**config.mk**
```make
export PLATFORM = sky130hd
export DESIGN_NAME = timer_b_mode_update_control
export DESIGN_NICKNAME = d
export VERILOG_FILES = /design/src/timer_b_mode_pkg.sv /design/src/timer_b_mode_update_control.sv
export VERILOG_INCLUDE_DIRS = /design/src
export SDC_FILE = /design/constraint.sdc
export NUM_CORES = 1
export LEC_CHECK = 0
export BUFFER_PORTS_ARGS = -buffer_cell sky130_fd_sc_hd__buf_2
export CAP_MARGIN = 20
export CORE_ASPECT_RATIO = 1.1
export CORE_UTILIZATION = 35
export CTS_CLUSTER_DIAMETER = 200
export DETAILED_ROUTE_END_ITERATION = 10
export PLACE_DENSITY = 0.61
export SYNTH_ARGS = -nofsm -noshare
export SYNTH_HDL_FRONTEND = slang
export SYNTH_SLANG_ARGS = --single-unit
```
**constraint.sdc**
```tcl
create_clock -name CLK -period 4.55 [get_ports CLK]
set_input_delay 0.455 -clock CLK [delete_from_list [all_inputs] [get_ports CLK]]
set_output_delay 0.455 -clock CLK [all_outputs]
set_load 0.05 [all_outputs]
```
**src/timer_b_mode_consts.svh**
```systemverilog
// Holds offsets, field positions, reset values and encodings of the Timer B mode-control block.
// Assumes inclusion by bare name from the design files.
`ifndef TIMER_B_MODE_CONSTS_SVH
`define TIMER_B_MODE_CONSTS_SVH
`define TBM_OFF_MODE 8'h08
`define TBM_OFF_IRQ_STATUS 8'h40
`define TBM_OFF_IRQ_MASK 8'h44
`define TBM_OFF_MATCH_SHADOW 8'h48
`define TBM_OFF_PRESCALE_SHADOW 8'h4c
`define TBM_OFF_LOAD_SHADOW 8'h50
`define TBM_OFF_STATE 8'h54
`define TBM_MODE_RESET 32'h0000_0000
`define TBM_MODE_WMASK 32'h0000_0f3f
`define TBM_BIT_PLO 11
`define TBM_BIT_MRSU 10
`define TBM_BIT_PWMIE 9
`define TBM_BIT_ILD 8
`define TBM_BIT_MIE 5
`define TBM_BIT_CDIR 4
`define TBM_BIT_AMS 3
`define TBM_BIT_CMR 2
`define TBM_TMR_ONESHOT 2'h1
`define TBM_TMR_PERIODIC 2'h2
`define TBM_TMR_CAPTURE 2'h3
`define TBM_EV_POS 2'h0
`define TBM_EV_NEG 2'h1
`define TBM_EV_BOTH 2'h3
`define TBM_IRQ_PWM 0
`define TBM_IRQ_MATCH 1
`define TBM_IRQ_ADC 2
`define TBM_IRQ_DMA 3
`define TBM_IRQ_WIDTH 4
`endif

```
**src/timer_b_mode_pkg.sv**
```systemverilog
// Holds the types of the Timer B mode-control block.
// Assumes the constants header is compiled alongside.
package timer_b_mode_pkg;
  typedef struct packed {
    logic [19:0] rsvd_hi;
    logic pwm_legacy_polarity;
    logic match_update_timing;
    logic pwm_edge_irq_enable;
    logic interval_load_timing;
    logic [1:0] rsvd_lo;
    logic match_irq_enable;
    logic count_direction;
    logic alternate_mode_select;
    logic capture_mode_select;
    logic [1:0] timer_mode_field;
  } mode_t;
  typedef struct packed {
    logic [7:0] addr;
    logic [31:0] wdata;
    logic wr;
    logic rd;
  } bus_req_t;
  typedef enum logic [1:0] {PEND_NONE, PEND_CYCLE, PEND_TIMEOUT, PEND_ENABLE} pend_t;
endpackage : timer_b_mode_pkg

```
**src/timer_b_mode_update_control.sv**
```systemverilog
// Holds the Timer B mode register, the shadow-update timing of match, prescale and load, and the event logic.
// Assumes the counter datapath supplies timeout, match, capture and PWM level on CLK, and reads the outputs.
//
// Contract
// - Concatenated halves use the first-half mode register for both; second ignored.
// - PWM mode: legacy-polarity bit sets pin level at reload after zero.
// - Match-update bit: 0 apply match/prescale next cycle, 1 at timeout.
// - Match-update set while disabled: pending match loads when half becomes enabled.
// - While stalled, pending match values still transfer per match-update bit.
// - PWM interrupt enable raises interrupt on selected PWM output edges.
// - With PWM interrupt enable, capture triggers ADC and DMA when enabled.
// - Interval-load bit ignored counting up; applies while enabled and running.
// - Interval-load 0 copies load next cycle, 1 at next timeout.
// - Interval-load set while disabled: counter and snapshot update upon enabling.
// - While stalled, counter and snapshot update per interval-load bit.
// - Match interrupt enable 0 blocks match interrupt and DMA; 1 raises interrupt and DMA in one-shot or periodic compare mode only.
// - Count-direction 0 down, 1 up from zero; PWM always counts down.
// - Alternate mode 0 capture/compare, 1 PWM; capture mode 0 count, 1 time.
// - Timer-mode field 1 one-shot, 2 periodic, 3 capture; 0 reserved.
`timescale 1ns/1ps
`include "timer_b_mode_consts.svh"
module timer_b_mode_update_control #(
  parameter int VAL_W = 16
) (
  input wire logic CLK,
  input wire logic NRST,
  input wire logic CE,
  input wire timer_b_mode_pkg::bus_req_t BUS_REQ,
  output logic [31:0] RDATA,
  input wire logic CONCAT,
  input wire timer_b_mode_pkg::mode_t MODE_A,
  input wire logic HALF_ENABLE,
  input wire logic HALF_STALL,
  input wire logic [1:0] PWM_EVENT_EDGE_SELECT,
  input wire logic OUTPUT_TRIGGER_ENABLE,
  input wire logic CAPTURE_DMA_EVENT_ENABLE,
  input wire logic TIMEOUT,
  input wire logic MATCH_HIT,
  input wire logic CAPTURE_EVENT,
  input wire logic PWM_LEVEL,
  output logic [VAL_W-1:0] MATCH_VALUE,
  output logic [7:0] PRESCALE_VALUE,
  output logic LOAD_STROBE,
  output logic [VAL_W-1:0] LOAD_VALUE,
  output logic [7:0] LOAD_PRESCALE,
  output logic COUNT_UP,
  output logic PWM_MODE,
  output logic [1:0] TIMER_MODE,
  output logic EDGE_TIME,
  output logic PIN_RELOAD_LEVEL,
  output logic ADC_TRIGGER,
  output logic DMA_TRIGGER,
  output logic IRQ
);

  // ----------------------------------------------------------------
  // Register file.
  // ----------------------------------------------------------------
  timer_b_mode_pkg::mode_t mode_b_ff;
  timer_b_mode_pkg::mode_t eff;
  timer_b_mode_pkg::pend_t match_pend_ff;
  timer_b_mode_pkg::pend_t load_pend_ff;
  logic [VAL_W-1:0] match_sh_ff;
  logic [7:0] pre_sh_ff;
  logic [VAL_W-1:0] load_sh_ff;
  logic [`TBM_IRQ_WIDTH-1:0] irq_status_ff;
  logic [`TBM_IRQ_WIDTH-1:0] irq_mask_ff;
  logic [`TBM_IRQ_WIDTH-1:0] events;
  logic pwm_prev_ff;
  logic enable_prev_ff;
  logic wr_mode;
  logic wr_match;
  logic wr_pre;
  logic wr_load;
  logic rd_status;
  logic is_pwm;
  logic rise;
  logic fall;
  logic pwm_edge;
  logic enable_rise;

  function automatic timer_b_mode_pkg::pend_t pend_on_write(input logic timing, input logic enabled);
    if (!enabled && timing)
    begin
      return timer_b_mode_pkg::PEND_ENABLE;
    end
    return timing ? timer_b_mode_pkg::PEND_TIMEOUT : timer_b_mode_pkg::PEND_CYCLE;
  endfunction : pend_on_write

  function automatic logic pend_fire(input timer_b_mode_pkg::pend_t p, input logic tmo, input logic en_rise);
    logic f;
    f = 1'b0;
    unique case (p)
      timer_b_mode_pkg::PEND_NONE: f = 1'b0;
      timer_b_mode_pkg::PEND_CYCLE: f = 1'b1;
      timer_b_mode_pkg::PEND_TIMEOUT: f = tmo;
      timer_b_mode_pkg::PEND_ENABLE: f = en_rise;
    endcase
    return f;
  endfunction : pend_fire

  assign wr_mode = BUS_REQ.wr && (BUS_REQ.addr == `TBM_OFF_MODE);
  assign wr_match = BUS_REQ.wr && (BUS_REQ.addr == `TBM_OFF_MATCH_SHADOW);
  assign wr_pre = BUS_REQ.wr && (BUS_REQ.addr == `TBM_OFF_PRESCALE_SHADOW);
  assign wr_load = BUS_REQ.wr && (BUS_REQ.addr == `TBM_OFF_LOAD_SHADOW);
  assign rd_status = BUS_REQ.rd && (BUS_REQ.addr == `TBM_OFF_IRQ_STATUS);

  always_ff @(posedge CLK)
  begin
    if (!NRST)
    begin
      mode_b_ff <= timer_b_mode_pkg::mode_t'(`TBM_MODE_RESET);
    end
    else if (CE && wr_mode)
    begin
      mode_b_ff <= timer_b_mode_pkg::mode_t'(BUS_REQ.wdata & `TBM_MODE_WMASK);
    end
  end

  always_ff @(posedge CLK)
  begin
    if (!NRST)
    begin
      irq_mask_ff <= '0;
    end
    else if (CE && BUS_REQ.wr && (BUS_REQ.addr == `TBM_OFF_IRQ_MASK))
    begin
      irq_mask_ff <= BUS_REQ.wdata[`TBM_IRQ_WIDTH-1:0];
    end
  end

  always_ff @(posedge CLK)
  begin
    if (!NRST)
    begin
      RDATA <= 32'h0000_0000;
    end
    else if (CE)
    begin
      RDATA <= 32'h0000_0000;
      if (BUS_REQ.rd)
      begin
        unique case (BUS_REQ.addr)
          `TBM_OFF_MODE: RDATA <= mode_b_ff & `TBM_MODE_WMASK;
          `TBM_OFF_IRQ_STATUS: RDATA <= 32'(irq_status_ff);
          `TBM_OFF_IRQ_MASK: RDATA <= 32'(irq_mask_ff);
          `TBM_OFF_MATCH_SHADOW: RDATA <= 32'(match_sh_ff);
          `TBM_OFF_PRESCALE_SHADOW: RDATA <= 32'(pre_sh_ff);
          `TBM_OFF_LOAD_SHADOW: RDATA <= 32'(load_sh_ff);
          `TBM_OFF_STATE: RDATA <= {28'h0000000, load_pend_ff, match_pend_ff};
          default: RDATA <= 32'h0000_0000;
        endcase
      end
    end
  end

  // ----------------------------------------------------------------
  // Effective mode.
  // ----------------------------------------------------------------
  assign eff = CONCAT ? MODE_A : mode_b_ff;
  assign is_pwm = eff.alternate_mode_select;
  assign enable_rise = HALF_ENABLE && !enable_prev_ff;

  always_ff @(posedge CLK)
  begin
    if (!NRST)
    begin
      COUNT_UP <= 1'b0;
      PWM_MODE <= 1'b0;
      TIMER_MODE <= 2'h0;
      EDGE_TIME <= 1'b0;
      PIN_RELOAD_LEVEL <= 1'b0;
      enable_prev_ff <= 1'b0;
      pwm_prev_ff <= 1'b0;
    end
    else if (CE)
    begin
      COUNT_UP <= eff.count_direction && !is_pwm;
      PWM_MODE <= is_pwm;
      TIMER_MODE <= eff.timer_mode_field;
      EDGE_TIME <= eff.capture_mode_select;
      PIN_RELOAD_LEVEL <= is_pwm && eff.pwm_legacy_polarity;
      enable_prev_ff <= HALF_ENABLE;
      pwm_prev_ff <= PWM_LEVEL;
    end
  end

  // ----------------------------------------------------------------
  // Match and prescale shadow transfer.
  // ----------------------------------------------------------------
  always_ff @(posedge CLK)
  begin
    if (!NRST)
    begin
      match_sh_ff <= '0;
      pre_sh_ff <= 8'h00;
      match_pend_ff <= timer_b_mode_pkg::PEND_NONE;
      MATCH_VALUE <= '0;
      PRESCALE_VALUE <= 8'h00;
    end
    else if (CE)
    begin
      if (pend_fire(match_pend_ff, TIMEOUT, enable_rise))
      begin
        MATCH_VALUE <= match_sh_ff;
        PRESCALE_VALUE <= pre_sh_ff;
        match_pend_ff <= timer_b_mode_pkg::PEND_NONE;
      end
      if (wr_match || wr_pre)
      begin
        match_pend_ff <= pend_on_write(eff.match_update_timing, HALF_ENABLE);
      end
      if (wr_match)
      begin
        match_sh_ff <= BUS_REQ.wdata[VAL_W-1:0];
      end
      if (wr_pre)
      begin
        pre_sh_ff <= BUS_REQ.wdata[7:0];
      end
    end
  end

  // ----------------------------------------------------------------
  // Interval load transfer.
  // ----------------------------------------------------------------
  always_ff @(posedge CLK)
  begin
    if (!NRST)
    begin
      load_sh_ff <= '0;
      load_pend_ff <= timer_b_mode_pkg::PEND_NONE;
      LOAD_STROBE <= 1'b0;
      LOAD_VALUE <= '0;
      LOAD_PRESCALE <= 8'h00;
    end
    else if (CE)
    begin
      LOAD_STROBE <= 1'b0;
      if (pend_fire(load_pend_ff, TIMEOUT, enable_rise))
      begin
        LOAD_STROBE <= 1'b1;
        LOAD_VALUE <= load_sh_ff;
        LOAD_PRESCALE <= pre_sh_ff;
        load_pend_ff <= timer_b_mode_pkg::PEND_NONE;
      end
      if (wr_load || wr_pre)
      begin
        // Counting up ignores the timing bit and loads on the next cycle.
        load_pend_ff <= pend_on_write(eff.interval_load_timing && !(eff.count_direction && !is_pwm),
                                      HALF_ENABLE);
      end
      if (wr_load)
      begin
        load_sh_ff <= BUS_REQ.wdata[VAL_W-1:0];
      end
    end
  end

  // ----------------------------------------------------------------
  // Events, triggers and interrupt.
  // ----------------------------------------------------------------
  assign rise = PWM_LEVEL && !pwm_prev_ff;
  assign fall = !PWM_LEVEL && pwm_prev_ff;
  always_comb
  begin
    pwm_edge = 1'b0;
    unique case (PWM_EVENT_EDGE_SELECT)
      `TBM_EV_POS: pwm_edge = rise;
      `TBM_EV_NEG: pwm_edge = fall;
      `TBM_EV_BOTH: pwm_edge = rise || fall;
      default: pwm_edge = 1'b0;
    endcase
  end

  always_comb
  begin
    events = '0;
    events[`TBM_IRQ_PWM] = is_pwm && eff.pwm_edge_irq_enable && pwm_edge;
    events[`TBM_IRQ_MATCH] = eff.match_irq_enable && MATCH_HIT && !is_pwm &&
                             (eff.timer_mode_field == `TBM_TMR_ONESHOT ||
                              eff.timer_mode_field == `TBM_TMR_PERIODIC);
    events[`TBM_IRQ_ADC] = is_pwm && eff.pwm_edge_irq_enable && CAPTURE_EVENT && OUTPUT_TRIGGER_ENABLE;
    events[`TBM_IRQ_DMA] = (is_pwm && eff.pwm_edge_irq_enable && CAPTURE_EVENT && CAPTURE_DMA_EVENT_ENABLE) ||
                           events[`TBM_IRQ_MATCH];
  end

  always_ff @(posedge CLK)
  begin
    if (!NRST)
    begin
      irq_status_ff <= '0;
      ADC_TRIGGER <= 1'b0;
      DMA_TRIGGER <= 1'b0;
      IRQ <= 1'b0;
    end
    else if (CE)
    begin
      // A new event wins over the clear from a status read.
      irq_status_ff <= (rd_status ? '0 : irq_status_ff) | events;
      ADC_TRIGGER <= events[`TBM_IRQ_ADC];
      DMA_TRIGGER <= events[`TBM_IRQ_DMA];
      IRQ <= |(((rd_status ? '0 : irq_status_ff) | events) & irq_mask_ff);
    end
  end

endmodule : timer_b_mode_update_control
```
==> qor.txt <==
outcome - completed
Post-CTS Setup Bufs - 0
worst hold path type - primary input to flop
layout cells sized above 1 - 22.9%
total power - 2.73 mW
Max Clock Skew - 0.00610 ns
CP max FO - 28
Fin. Hold Viols - 0
CP Class - primary input to flop
CTS tree - yes
Max Clock Freq - 433 MHz
die height - 138 um
Critical Path Sink Type - flop
clock-pin slew on the worst setup and hold paths - 0.06 ns
row count - 49
final wirelength - 16.9 mm
Post-synth EDFFs - 0
Most used DFF post-synth - dfxtp_1
port bufs - 122
Initial Util - 36.0%
drt first-iter violations - 345
Final Critical Period - 2.31 ns
PD cells - 383 nW/um2
Slew Viols, Final - 0
setup TNS - 0 ns
RSZ-0062 raised after global routing - false
first-pass GRT wire length - 26.1 mm
initial antenna violation count - 3
Area Overhead vs Synth - 20.6%
synthesis-stage register bit count - 138
final antenna-violating net count - 0
arrival time at the worst endpoint - 2.67 ns
vias per cell - 5.11
Detailed Routing Iterations Pass 1 - 4
Leak - 3.26 nW
Post-Syn Instances - 670
vias in the first global route - 4631
DR vias - 5055
hold_buf cts - 0
CTS root buf - clkbuf_16
Die Wd - 126 um
synth unique cells - 60
startpoint types - primary input
GRT overflow - 0
htree depth - 4
Yosys top cell area share - 46.7%
commonest non-fill, non-tap cells in the layout - dfxtp_1 (138), buf_2 (122), nand2_1 (115), nor2_1 (87), mux2i_1 (72)
DIE AREA - 17400 um2
drc violations - 0
Worst IR Drop VDD - 0.255 mV
Synth area leader - dfxtp_1
Fin Hold WS - 0.286 ns
largest net degree at the start of global routing - 67
Synth Warn # - 0
final worst-path cycle share - 50.8%
most area-consuming cells after synthesis - dfxtp_1 (47%), mux2i_1 (12%), nand2_1 (7.3%)
latest clock arrival within the worst-skew pair - 0.42 ns
fin cells - 989
Final setup viols - 0
Max transition margin - 35.6%
mapped cell area - 5920 um2
sequential fraction of the synthesis area - 46.7%
dpl hpwl - 11.8 mm
maximum root-to-sink buffer count - 2
area of the core - 16400 um2
GPL Wtd Cong - 0.861
clock sinks - 138
Nets - 859
wire per inst - 17.0 um
Post-synth ARST share - 0%
worst-margin pin slew - 0.959 ns
CP required - 4.91 ns
placed cell count - 954
CTS Buf Count - 17
PostCTS Resize Cnt - 0
Syn Area/Cell - 8.83 um2
All-Layer GR Usage - 19.6%
commonest non-fill, non-tap cell in the layout - dfxtp_1
max cap viols - 0
Top Ports - 178
layer usage:
layer,track usage (%),share of wire (%),routed length (um),vias up
met2,31.2,47,7980,156
met3,5.38,5.9,993,17
met4,6.79,1.5,252,0
met1,25.4,45,7630,2379
met5,0,0,0,-
li1,-,-,-,2503
layout make-up:
cell class              instances  area [um2]
well taps                     204         255
fillers                      1649        9300
diodes                          3        7.51
multi-input cells             483        2880
repair buffers                125         633
clock buffers                  18         429
flip-flops and latches        138        2760
inverters                       4        16.3
clock inverters                14         146
metrics by stage:
step | cell area, um2 | setup slack [ns] | utilization, %
after floorplan | 5970 | 2.56 | -
after global placement | 6550 | 1.79 | 39.9
after detailed placement | 6550 | 1.80 | 39.9
after CTS | 7120 | 2.26 | 43.4
after global routing | 7130 | 2.10 | 43.4
final | 7130 | 2.24 | 43.4
cell usage after synthesis (all sizes together) (2+ instances only):
cell type / number
a211oi: 4
a21o: 4
a21oi: 67
a22o: 11
a22oi: 15
a311o: 3
a31o: 2
a32oi: 3
and2: 5
and3: 4
buf: 32
clkbuf: 28
dfxtp: 138
ha: 2
inv: 3
mux2: 4
mux2i: 72
nand2: 115
nand2b: 4
nand3: 11
nand3b: 3
nand4: 5
nand4b: 2
nor2: 88
nor3: 3
nor4b: 2
o211ai: 2
o21ai: 7
o221ai: 2
o22ai: 2
o2bb2ai: 2
o31ai: 2
or2: 3
or3b: 3
xnor2: 2
path summary, 6_finish.rpt:
path | startpoint | end | slack [ns] | cells after the start
max | CE | load_pend_ff[0] | 2.24 | 5
min | BUS_REQ[15] | match_sh_ff[13] | 0.29 | 3
max reg2reg | enable_prev_ff | load_pend_ff[0] | 2.72 | 4
min reg2reg | RDATA[8] | RDATA[8] | 0.46 | 2
flip-flops by register name, indices dropped and copies added (netlist names), 2 cells and up:
signal / count
MATCH_VALUE: 16
irq_status_ff: 4
mode_b_ff: 10
LOAD_PRESCALE: 8
PRESCALE_VALUE: 8
load_sh_ff: 16
pre_sh_ff: 8
match_pend_ff: 2
TIMER_MODE: 2
irq_mask_ff: 4
match_sh_ff: 16
load_pend_ff: 2
LOAD_VALUE: 16
RDATA: 16
kinds of logic (layout without fill, tap and decap cells):
| group | count (synthesis) | after routing | synth area share, % |
|---|---|---|---|
| buffers and inverters | 64 | 161 | 5.58 |
| xor gates and xnor gates | 2 | 2 | 0.296 |
| other | 1 | 19 | 0.0634 |
| AOI/OAI and AO/OA | 132 | 132 | 14.6 |
| and+or+nand+nor | 254 | 254 | 19.0 |
| adders and majority gates | 2 | 2 | 0.423 |
| DFF | 138 | 138 | 46.7 |
| muxes | 77 | 77 | 13.3 |
critical path, cell delays in order:
cell and delay [ns]:
buf_2 0.41, inv_1 0.44, a311o_2 0.76, a221o_1 0.46, a21oi_2 0.13
power breakdown:
part           total (mW)  leakage, nW  internal [mW]  switching [mW]
sequential           1.22         1.11           1.21         0.00326
clock                1.35        0.277          0.808           0.541
combinational       0.162         1.87         0.0392           0.123
No activity file was read; power rests on OpenSTA's default activity.
